===== src/logic/acio_params.svh =====
// constants for the analog card digital i/o logic
`ifndef ACIO_PARAMS_SVH
`define ACIO_PARAMS_SVH

// ------------------------------------------------------------
// widths
// ------------------------------------------------------------
`define ACIO_IO_W        8
`define ACIO_ADDR_W      8
`define ACIO_DIO_W       16
`define ACIO_CODE_W      14
`define ACIO_NCH         16
`define ACIO_CH_W        4
`define ACIO_IRQ_N       2

// ------------------------------------------------------------
// register offsets
// ------------------------------------------------------------
`define ACIO_OFS_IRQ_STATUS  8'h07
`define ACIO_OFS_IRQ_POL     8'h2a
`define ACIO_OFS_DI_LO       8'hc0
`define ACIO_OFS_DI_HI       8'hc1
`define ACIO_OFS_DO_LO       8'hc2
`define ACIO_OFS_DO_HI       8'hc3
`define ACIO_OFS_DA_LO       8'he0
`define ACIO_OFS_DA_HI       8'he1
`define ACIO_OFS_DA_CH       8'he2
`define ACIO_OFS_CAL_SEL     8'he4
`define ACIO_OFS_CAL_LO      8'he5
`define ACIO_OFS_CAL_HI      8'he6

// ------------------------------------------------------------
// fields and reset values
// ------------------------------------------------------------
`define ACIO_DA_HI_MSB       5
`define ACIO_CAL_CH_LSB      0
`define ACIO_CAL_KIND_LSB    4
`define ACIO_POL_RST         2'h0
`define ACIO_CODE_MIN        14'h0000
`define ACIO_CODE_MAX        14'h3fff
`define ACIO_CAL_ZERO_DEF    14'h2000

`endif


===== src/logic/acio_pkg.sv =====
// types shared by the analog card digital i/o logic
`include "acio_params.svh"
package acio_pkg;

  typedef enum logic [1:0] {
    CAL_VOLT_LOW,
    CAL_VOLT_HIGH,
    CAL_CURR_ZERO,
    CAL_CURR_FULL
  } acio_cal_kind_t;

  typedef logic [`ACIO_CODE_W-1:0] acio_code_t;

  typedef struct packed {
    logic [`ACIO_IRQ_N-1:0] pol_q;
    logic [`ACIO_IRQ_N-1:0] line_q;
  } acio_irq_state_t;

  typedef struct packed {
    acio_code_t [`ACIO_NCH-1:0] stage1_q;
    acio_code_t [`ACIO_NCH-1:0] stage2_q;
    logic [`ACIO_NCH-1:0]       pend_q;
  } acio_dac_state_t;

  typedef struct packed {
    logic [`ACIO_DIO_W-1:0] di_q;
    logic                   di_en_q;
    logic [`ACIO_DIO_W-1:0] do_q;
    logic [`ACIO_IO_W-1:0]  rdata_q;
    logic [`ACIO_IO_W-1:0]  lo_byte_q;
    logic [`ACIO_CH_W-1:0]  ch_q;
    logic [`ACIO_CH_W-1:0]  cal_ch_q;
    acio_cal_kind_t         cal_kind_q;
  } acio_top_state_t;

endpackage : acio_pkg


===== src/logic/acio_dac.sv =====
// double-buffered converter channel code registers
`timescale 1ns/1ns
`default_nettype none
`include "acio_params.svh"
module acio_dac
  import acio_pkg::*;
(
  input  wire logic                              i_clk_sys,
  input  wire logic                              i_nrst,
  input  wire logic                              i_wr,
  input  wire logic [`ACIO_CH_W-1:0]             i_ch,
  input  wire logic [`ACIO_CODE_W-1:0]           i_code,
  output logic      [`ACIO_NCH*`ACIO_CODE_W-1:0] o_code,
  output logic      [`ACIO_NCH-1:0]              o_load
);

  acio_dac_state_t s_q;
  acio_dac_state_t s_d;

  // ------------------------------------------------------------
  // next state
  // ------------------------------------------------------------
  always_comb begin
    s_d = s_q;
    for (int n = 0; n < `ACIO_NCH; n++) begin
      // second stage only ever copies a whole first-stage word
      if (s_q.pend_q[n]) begin
        s_d.stage2_q[n] = s_q.stage1_q[n];
      end
      s_d.pend_q[n] = 1'b0;
    end
    if (i_wr) begin
      s_d.stage1_q[i_ch] = i_code;
      s_d.pend_q[i_ch]   = 1'b1;
    end
  end

  always_ff @(posedge i_clk_sys or negedge i_nrst) begin
    if (!i_nrst) begin
      s_q <= '0;
    end else begin
      s_q <= s_d;
    end
  end

  // one code feeds both the voltage and the current stage
  assign o_code = s_q.stage2_q;
  assign o_load = s_q.pend_q;
endmodule : acio_dac
`default_nettype wire


===== src/logic/acio_irq.sv =====
// interrupt polarity select and live level status
`timescale 1ns/1ns
`default_nettype none
`include "acio_params.svh"
module acio_irq
  import acio_pkg::*;
(
  input  wire logic                   i_clk_sys,
  input  wire logic                   i_nrst,
  input  wire logic [`ACIO_IRQ_N-1:0] i_irq_source,
  input  wire logic                   i_pol_wr,
  input  wire logic [`ACIO_IRQ_N-1:0] i_pol_wdata,
  output logic      [`ACIO_IRQ_N-1:0] o_irq_line,
  output logic      [`ACIO_IRQ_N-1:0] o_status
);

  acio_irq_state_t s_q;
  acio_irq_state_t s_d;

  // ------------------------------------------------------------
  // next state
  // ------------------------------------------------------------
  always_comb begin
    s_d = s_q;
    if (i_pol_wr) begin
      s_d.pol_q = i_pol_wdata;
    end
    // bit one passes source, bit zero inverts it; per channel
    s_d.line_q = i_irq_source ^ ~s_d.pol_q;
  end

  always_ff @(posedge i_clk_sys or negedge i_nrst) begin
    if (!i_nrst) begin
      s_q.pol_q  <= `ACIO_POL_RST;
      s_q.line_q <= '0;
    end else begin
      s_q <= s_d;
    end
  end

  assign o_irq_line = s_q.line_q;
  // live level, never latched, so a re-read shows the present state
  assign o_status   = s_q.line_q;
endmodule : acio_irq
`default_nettype wire


===== src/logic/acio_top.sv =====
// analog card digital logic: host i/o registers, dio, dac codes, irq
`timescale 1ns/1ns
`default_nettype none
`include "acio_params.svh"
module acio_top
  import acio_pkg::*;
#(
  // nonvolatile calibration contents, filled per card at build time
  parameter logic [`ACIO_NCH*`ACIO_CODE_W-1:0] P_VOLT_LOW_CAL =
    {`ACIO_NCH{`ACIO_CODE_MIN}},
  parameter logic [`ACIO_NCH*`ACIO_CODE_W-1:0] P_VOLT_HIGH_CAL =
    {`ACIO_NCH{`ACIO_CODE_MAX}},
  parameter logic [`ACIO_NCH*`ACIO_CODE_W-1:0] P_CURR_ZERO_CAL =
    {`ACIO_NCH{`ACIO_CAL_ZERO_DEF}},
  parameter logic [`ACIO_NCH*`ACIO_CODE_W-1:0] P_CURR_FULL_CAL =
    {`ACIO_NCH{`ACIO_CODE_MAX}}
)(
  input  wire logic                              i_clk_sys,
  input  wire logic                              i_nrst,
  input  wire logic [`ACIO_ADDR_W-1:0]           i_io_addr,
  input  wire logic                              i_io_wr,
  input  wire logic                              i_io_rd,
  input  wire logic [`ACIO_IO_W-1:0]             i_io_wdata,
  output logic      [`ACIO_IO_W-1:0]             o_io_rdata,
  input  wire logic [`ACIO_DIO_W-1:0]            i_input_connector,
  output logic      [`ACIO_DIO_W-1:0]            o_output_connector,
  output logic                                   o_di_enable,
  output logic      [`ACIO_NCH*`ACIO_CODE_W-1:0] o_channel_code,
  output logic      [`ACIO_NCH-1:0]              o_channel_load,
  input  wire logic                              i_irq_source_a,
  input  wire logic                              i_irq_source_b,
  output logic                                   o_irq_line_a,
  output logic                                   o_irq_line_b
);

  acio_top_state_t s_q;
  acio_top_state_t s_d;

  logic                     pol_wr;
  logic                     da_wr;
  logic [`ACIO_CODE_W-1:0]  da_code;
  logic [`ACIO_IRQ_N-1:0]   irq_line;
  logic [`ACIO_IRQ_N-1:0]   irq_status;
  logic [`ACIO_CODE_W-1:0]  cal_code;
  logic [`ACIO_IO_W-1:0]    rd_mux;

  // ------------------------------------------------------------
  // write decode
  // ------------------------------------------------------------
  assign pol_wr  = i_io_wr && (i_io_addr == `ACIO_OFS_IRQ_POL);
  // high byte completes the code; low byte only waits in a holding reg
  assign da_wr   = i_io_wr && (i_io_addr == `ACIO_OFS_DA_HI);
  assign da_code = {i_io_wdata[`ACIO_DA_HI_MSB:0], s_q.lo_byte_q};

  // ------------------------------------------------------------
  // calibration store
  // ------------------------------------------------------------
  always_comb begin
    unique case (s_q.cal_kind_q)
      CAL_VOLT_LOW:  cal_code = P_VOLT_LOW_CAL[s_q.cal_ch_q*`ACIO_CODE_W
                                               +: `ACIO_CODE_W];
      CAL_VOLT_HIGH: cal_code = P_VOLT_HIGH_CAL[s_q.cal_ch_q*`ACIO_CODE_W
                                                +: `ACIO_CODE_W];
      CAL_CURR_ZERO: cal_code = P_CURR_ZERO_CAL[s_q.cal_ch_q*`ACIO_CODE_W
                                                +: `ACIO_CODE_W];
      CAL_CURR_FULL: cal_code = P_CURR_FULL_CAL[s_q.cal_ch_q*`ACIO_CODE_W
                                                +: `ACIO_CODE_W];
    endcase
  end

  // ------------------------------------------------------------
  // read mux
  // ------------------------------------------------------------
  always_comb begin
    rd_mux = '0;
    case (i_io_addr)
      `ACIO_OFS_IRQ_STATUS: rd_mux = {6'h00, irq_status};
      `ACIO_OFS_DI_LO:      rd_mux = s_q.di_q[7:0];
      `ACIO_OFS_DI_HI:      rd_mux = s_q.di_q[15:8];
      `ACIO_OFS_DO_LO:      rd_mux = s_q.do_q[7:0];
      `ACIO_OFS_DO_HI:      rd_mux = s_q.do_q[15:8];
      `ACIO_OFS_DA_CH:      rd_mux = {4'h0, s_q.ch_q};
      `ACIO_OFS_CAL_SEL:    rd_mux = {2'h0, s_q.cal_kind_q, s_q.cal_ch_q};
      `ACIO_OFS_CAL_LO:     rd_mux = cal_code[7:0];
      `ACIO_OFS_CAL_HI:     rd_mux = {2'h0, cal_code[13:8]};
      default:              rd_mux = '0;
    endcase
  end

  // ------------------------------------------------------------
  // next state
  // ------------------------------------------------------------
  always_comb begin
    s_d = s_q;
    // inputs only sampled once reset has released the port
    s_d.di_en_q = 1'b1;
    if (s_q.di_en_q) begin
      s_d.di_q = i_input_connector;
    end
    if (i_io_rd) begin
      s_d.rdata_q = rd_mux;
    end
    if (i_io_wr) begin
      case (i_io_addr)
        `ACIO_OFS_DO_LO:   s_d.do_q[7:0]  = i_io_wdata;
        `ACIO_OFS_DO_HI:   s_d.do_q[15:8] = i_io_wdata;
        `ACIO_OFS_DA_LO:   s_d.lo_byte_q  = i_io_wdata;
        `ACIO_OFS_DA_CH:   s_d.ch_q       = i_io_wdata[3:0];
        `ACIO_OFS_CAL_SEL: begin
          s_d.cal_ch_q   = i_io_wdata[3:0];
          s_d.cal_kind_q = acio_cal_kind_t'(i_io_wdata[5:4]);
        end
        default: ;
      endcase
    end
  end

  // ------------------------------------------------------------
  // state register
  // ------------------------------------------------------------
  // reset clears outputs and holds the input port disabled at zero
  always_ff @(posedge i_clk_sys or negedge i_nrst) begin
    if (!i_nrst) begin
      s_q.di_q       <= '0;
      s_q.di_en_q    <= 1'b0;
      s_q.do_q       <= '0;
      s_q.rdata_q    <= '0;
      s_q.lo_byte_q  <= '0;
      s_q.ch_q       <= '0;
      s_q.cal_ch_q   <= '0;
      s_q.cal_kind_q <= CAL_VOLT_LOW;
    end else begin
      s_q <= s_d;
    end
  end

  assign o_io_rdata         = s_q.rdata_q;
  assign o_output_connector = s_q.do_q;
  assign o_di_enable        = s_q.di_en_q;
  assign o_irq_line_a       = irq_line[0];
  assign o_irq_line_b       = irq_line[1];

  // ------------------------------------------------------------
  // submodules
  // ------------------------------------------------------------
  acio_irq u_irq (
    .i_clk_sys    (i_clk_sys),
    .i_nrst       (i_nrst),
    .i_irq_source ({i_irq_source_b, i_irq_source_a}),
    .i_pol_wr     (pol_wr),
    .i_pol_wdata  (i_io_wdata[1:0]),
    .o_irq_line   (irq_line),
    .o_status     (irq_status)
  );

  acio_dac u_dac (
    .i_clk_sys (i_clk_sys),
    .i_nrst    (i_nrst),
    .i_wr      (da_wr),
    .i_ch      (s_q.ch_q),
    .i_code    (da_code),
    .o_code    (o_channel_code),
    .o_load    (o_channel_load)
  );
endmodule : acio_top
`default_nettype wire


===== config.mk =====
export PLATFORM = sky130hd
export DESIGN_NAME = acio_top
export DESIGN_NICKNAME = d
export VERILOG_FILES = /design/src/logic/acio_pkg.sv /design/src/logic/acio_dac.sv /design/src/logic/acio_irq.sv /design/src/logic/acio_top.sv
export VERILOG_INCLUDE_DIRS = /design/src /design/src/logic
export SDC_FILE = /design/constraint.sdc
export NUM_CORES = 1
export LEC_CHECK = 0
export BUFFER_PORTS_ARGS = -buffer_cell sky130_fd_sc_hd__buf_4
export CAP_MARGIN = 20
export CORE_MARGIN = 4
export CORE_UTILIZATION = 58
export CTS_CLUSTER_DIAMETER = 30
export DETAILED_ROUTE_END_ITERATION = 7
export PLACE_DENSITY = 0.85
export SLEW_MARGIN = 30
export SYNTH_ARGS = -nofsm -noshare
export SYNTH_HDL_FRONTEND = slang
export SYNTH_HIERARCHICAL = 1
export SYNTH_SLANG_ARGS = --single-unit

===== constraint.sdc =====
create_clock -name i_clk_sys -period 2.48 [get_ports i_clk_sys]
set_clock_uncertainty 0.05 [all_clocks]
set_input_delay 0.496 -clock i_clk_sys [delete_from_list [all_inputs] [get_ports i_clk_sys]]
set_output_delay 0.496 -clock i_clk_sys [all_outputs]
set_load 0.02 [all_outputs]

==> results_dict.tcl <==
set metrics [dict create \
    syn-cell-area_sq_um 22300 \
    cts_buffers 92 \
    antenna_found_initial 1 \
    drt_iter0_drc 516 \
    post-route-min-period_ps 2070 \
    critical-path-slowest-cell "dfrtp_1" \
    pwr-share-clk 0.582 \
    leakagePower_uw 0.0141 \
    cp-start-kind "flop" \
    num_vias 12000 \
    postPlaceCellArea_sq_um 23700 \
    grt_pass1_vias 13200 \
    hold_path_class "in -> reg" \
    post-dp-hpwl_um 33500 \
    ant_nets 0 \
    drive_gt1_frac 0.633 \
    die-area_sq_um 41700 \
    setup-violations-final 0 \
    track_usage 0.255 \
    rsz0062_at_grt "false" \
    worst_setup_path_end_kind "output port" \
    design_area_sq_um 26900 \
    ys_async_sr_fraction 1.00 \
    power.switching_uw 5020 \
    path_class "reg -> out" \
    synth_cells 1463 \
    syn_to_final_growth_pct 20.6 \
    dr.pass1.iters 4 \
    syn_nets 1501 \
    slew_headroom 0.379 \
    ir_drop_v 0.000717 \
    final_common_cell "dfrtp_1" \
    grt_start_max_net_pins 73 \
    pin_count 305 \
    cts_tree "done" \
    cap_violations 0 \
    rows 71 \
    max_stage_delay_ps 680 \
    cp_cell_sequence "buf_4" \
    hold_viol_final 0 \
    post_drt_wl_per_cell_um 24.1 \
    power_per_cell_area_nw_per_um2 829 \
    synth_top_area_frac 0.591 \
    path_max_fanout 11 \
    cts.path.max_buffers 3 \
    max_freq_mhz 483 \
    ys_types 54 \
    p_seq_frac 0.394 \
    grt-ovfl-total 0 \
    hold-worst-slack_ps 52.4 \
    gp_congestion 0.846 \
    synth_area_leader_cell "dfrtp_1" \
    min_period_over_period 0.834 \
    ys_ff_latch 527 \
    clk_pin_slew_worst_paths_ps 50 \
    io_buffers 304 \
    p_comb_frac 0.025 \
    die_x_um 204 \
    r2r_slack_ps 540 \
    cp_top_family "flip-flops" \
    final_cell_mix "524 x dfrtp_1, 436 x mux2_2, 350 x buf_4, 92 x clkbuf_16, 47 x mux2_4" \
    wl_um 52600 \
    yosysSeqAreaShare 0.591 \
    initial_core_util 0.590 \
    total_power_uw 22300 \
    drv_slew 0 \
    cp.required_ps 1930 \
    viasPerCell 5.47 \
    synth-edff-count 0 \
    drc 0 \
    synth_ff_type "dfrtp_1" \
    clock_tree.root_cell "clkbuf_16" \
    nNetsFinal 1636 \
    intPower_uw 17300 \
    cts.sinks 527 \
    yosys-top-cells-area "dfrtp_1 59%, mux2_2 22%, buf_4 9.1%" \
    worstPathArrival_ps 1520 \
    coreArea_sq_um 37800 \
    clock_latency_ps 610 \
    worst_slew_pin_slew_ps 932 \
    grt_pass1_wl_um 81100 \
    die_h_um 204 \
    crit_buf_inv 1 \
    synth_warnings 6 \
    synth_area_per_cell_sq_um 15.3 \
    outcome "finished, final reports clean" \
    swShare 0.225 \
    htree_levels 3 \
]
==> synth_stat cells, types with 6 or more instances <==
cell type,number
dfrtp_1,527
mux2_2,436
buf_4,272
mux2_4,47
clkbuf_1,32
buf_2,18
mux2_1,18
inv_1,9
buf_6,8
mux4_2,7
nand2_1,6
==> worst paths after layout <==
| path | from | cells past startpoint | endpoint |
|---|---|---|---|
| max reg2reg | s_q[6] | 4 | u_dac/s_q[245] |
| min in group asynchronous | i_nrst | 2 | u_dac/o_code[29] |
| max | o_di_enable | 1 | o_di_enable |
| min reg2reg | u_dac/s_q[306] | 1 | u_dac/s_q[306] |
| min | i_irq_source_b | 2 | u_irq/o_irq_line[1] |
| max in group asynchronous | i_nrst | 4 | u_dac/o_code[23] |
==> area by class of cell <==
class / count / area, sq um
Antenna cell: 5 / 12.5
Clock buffer: 105 / 2430
Clock inverter: 63 / 820
Fill cell: 2311 / 10900
Inverter: 10 / 37.5
Multi-Input combinational cell: 594 / 6730
Sequential cell: 527 / 13200
Tap cell: 511 / 639
Timing Repair Buffer: 373 / 3070
==> power groups by stage <==
stage	Combinational [uW]	Clock, uW	Sequential (uW)
3_3_place_gp	542	0	8920
6_report	552	13000	8780
2_1_floorplan	222	0	8860
4_1_cts	563	13100	8780
3_5_place_dp	558	0	8930
5_1_grt	606	13600	8780
==> through the flow <==
step	std cells	util	setup TNS [ps]	worst slack, ps
after floorplan	1463	-	0	15.2
after global placement	2014	0.625	-63.6	-8.89
after detailed placement	2014	0.625	-375	-43.5
after CTS	2183	0.711	0	386
after global routing	2183	0.711	0	358
final	2188	0.712	0	411
==> worst reg2reg max path, stage by stage (launching register included) <==
cell and delay, ps:
dfrtp_1 500, nand2b_1 250, or4_1 450, buf_4 250, mux2_4 330
==> state kept, by name (all words and copies together), names as in the netlist <==
signal and cells:
u_irq/s_q 2, o_io_rdata 8, s_q 26, u_dac/s_q 224, u_irq/o_irq_line 2, u_dac/o_code 224, o_output_connector 16, u_dac/o_load 16
o_di_enable 1, da_code 8
==> metal layers <==
layer / wire (um) / up-vias / GRT usage
li1: - / 5131 / -
met1: 21400 / 6323 / 0.333
met2: 26100 / 410 / 0.413
met3: 3690 / 94 / 0.0728
met4: 1460 / 0 / 0.0940
met5: 0 / - / 0
==> cell families (layout without fill, tap and decap cells) <==
kind of cell / Yosys count / after routing / share of synthesized area
DFF: 527 / 527 / 0.591
muxes: 508 / 508 / 0.268
buffers and inverters: 342 / 551 / 0.108
and+or+nand+nor: 58 / 58 / 0.0217
AOI/OAI and AO/OA: 24 / 24 / 0.00958
xor gates and xnor gates: 3 / 3 / 0.00185
other: 1 / 6 / 0.000168
==> what timing repair did <==
action                    CTS  global route
hold endpoints to repair   41             0
resized for setup           0             0
hold buffers                1             0
buffers inserted            0             0
(Power assumes the default switching activity.)
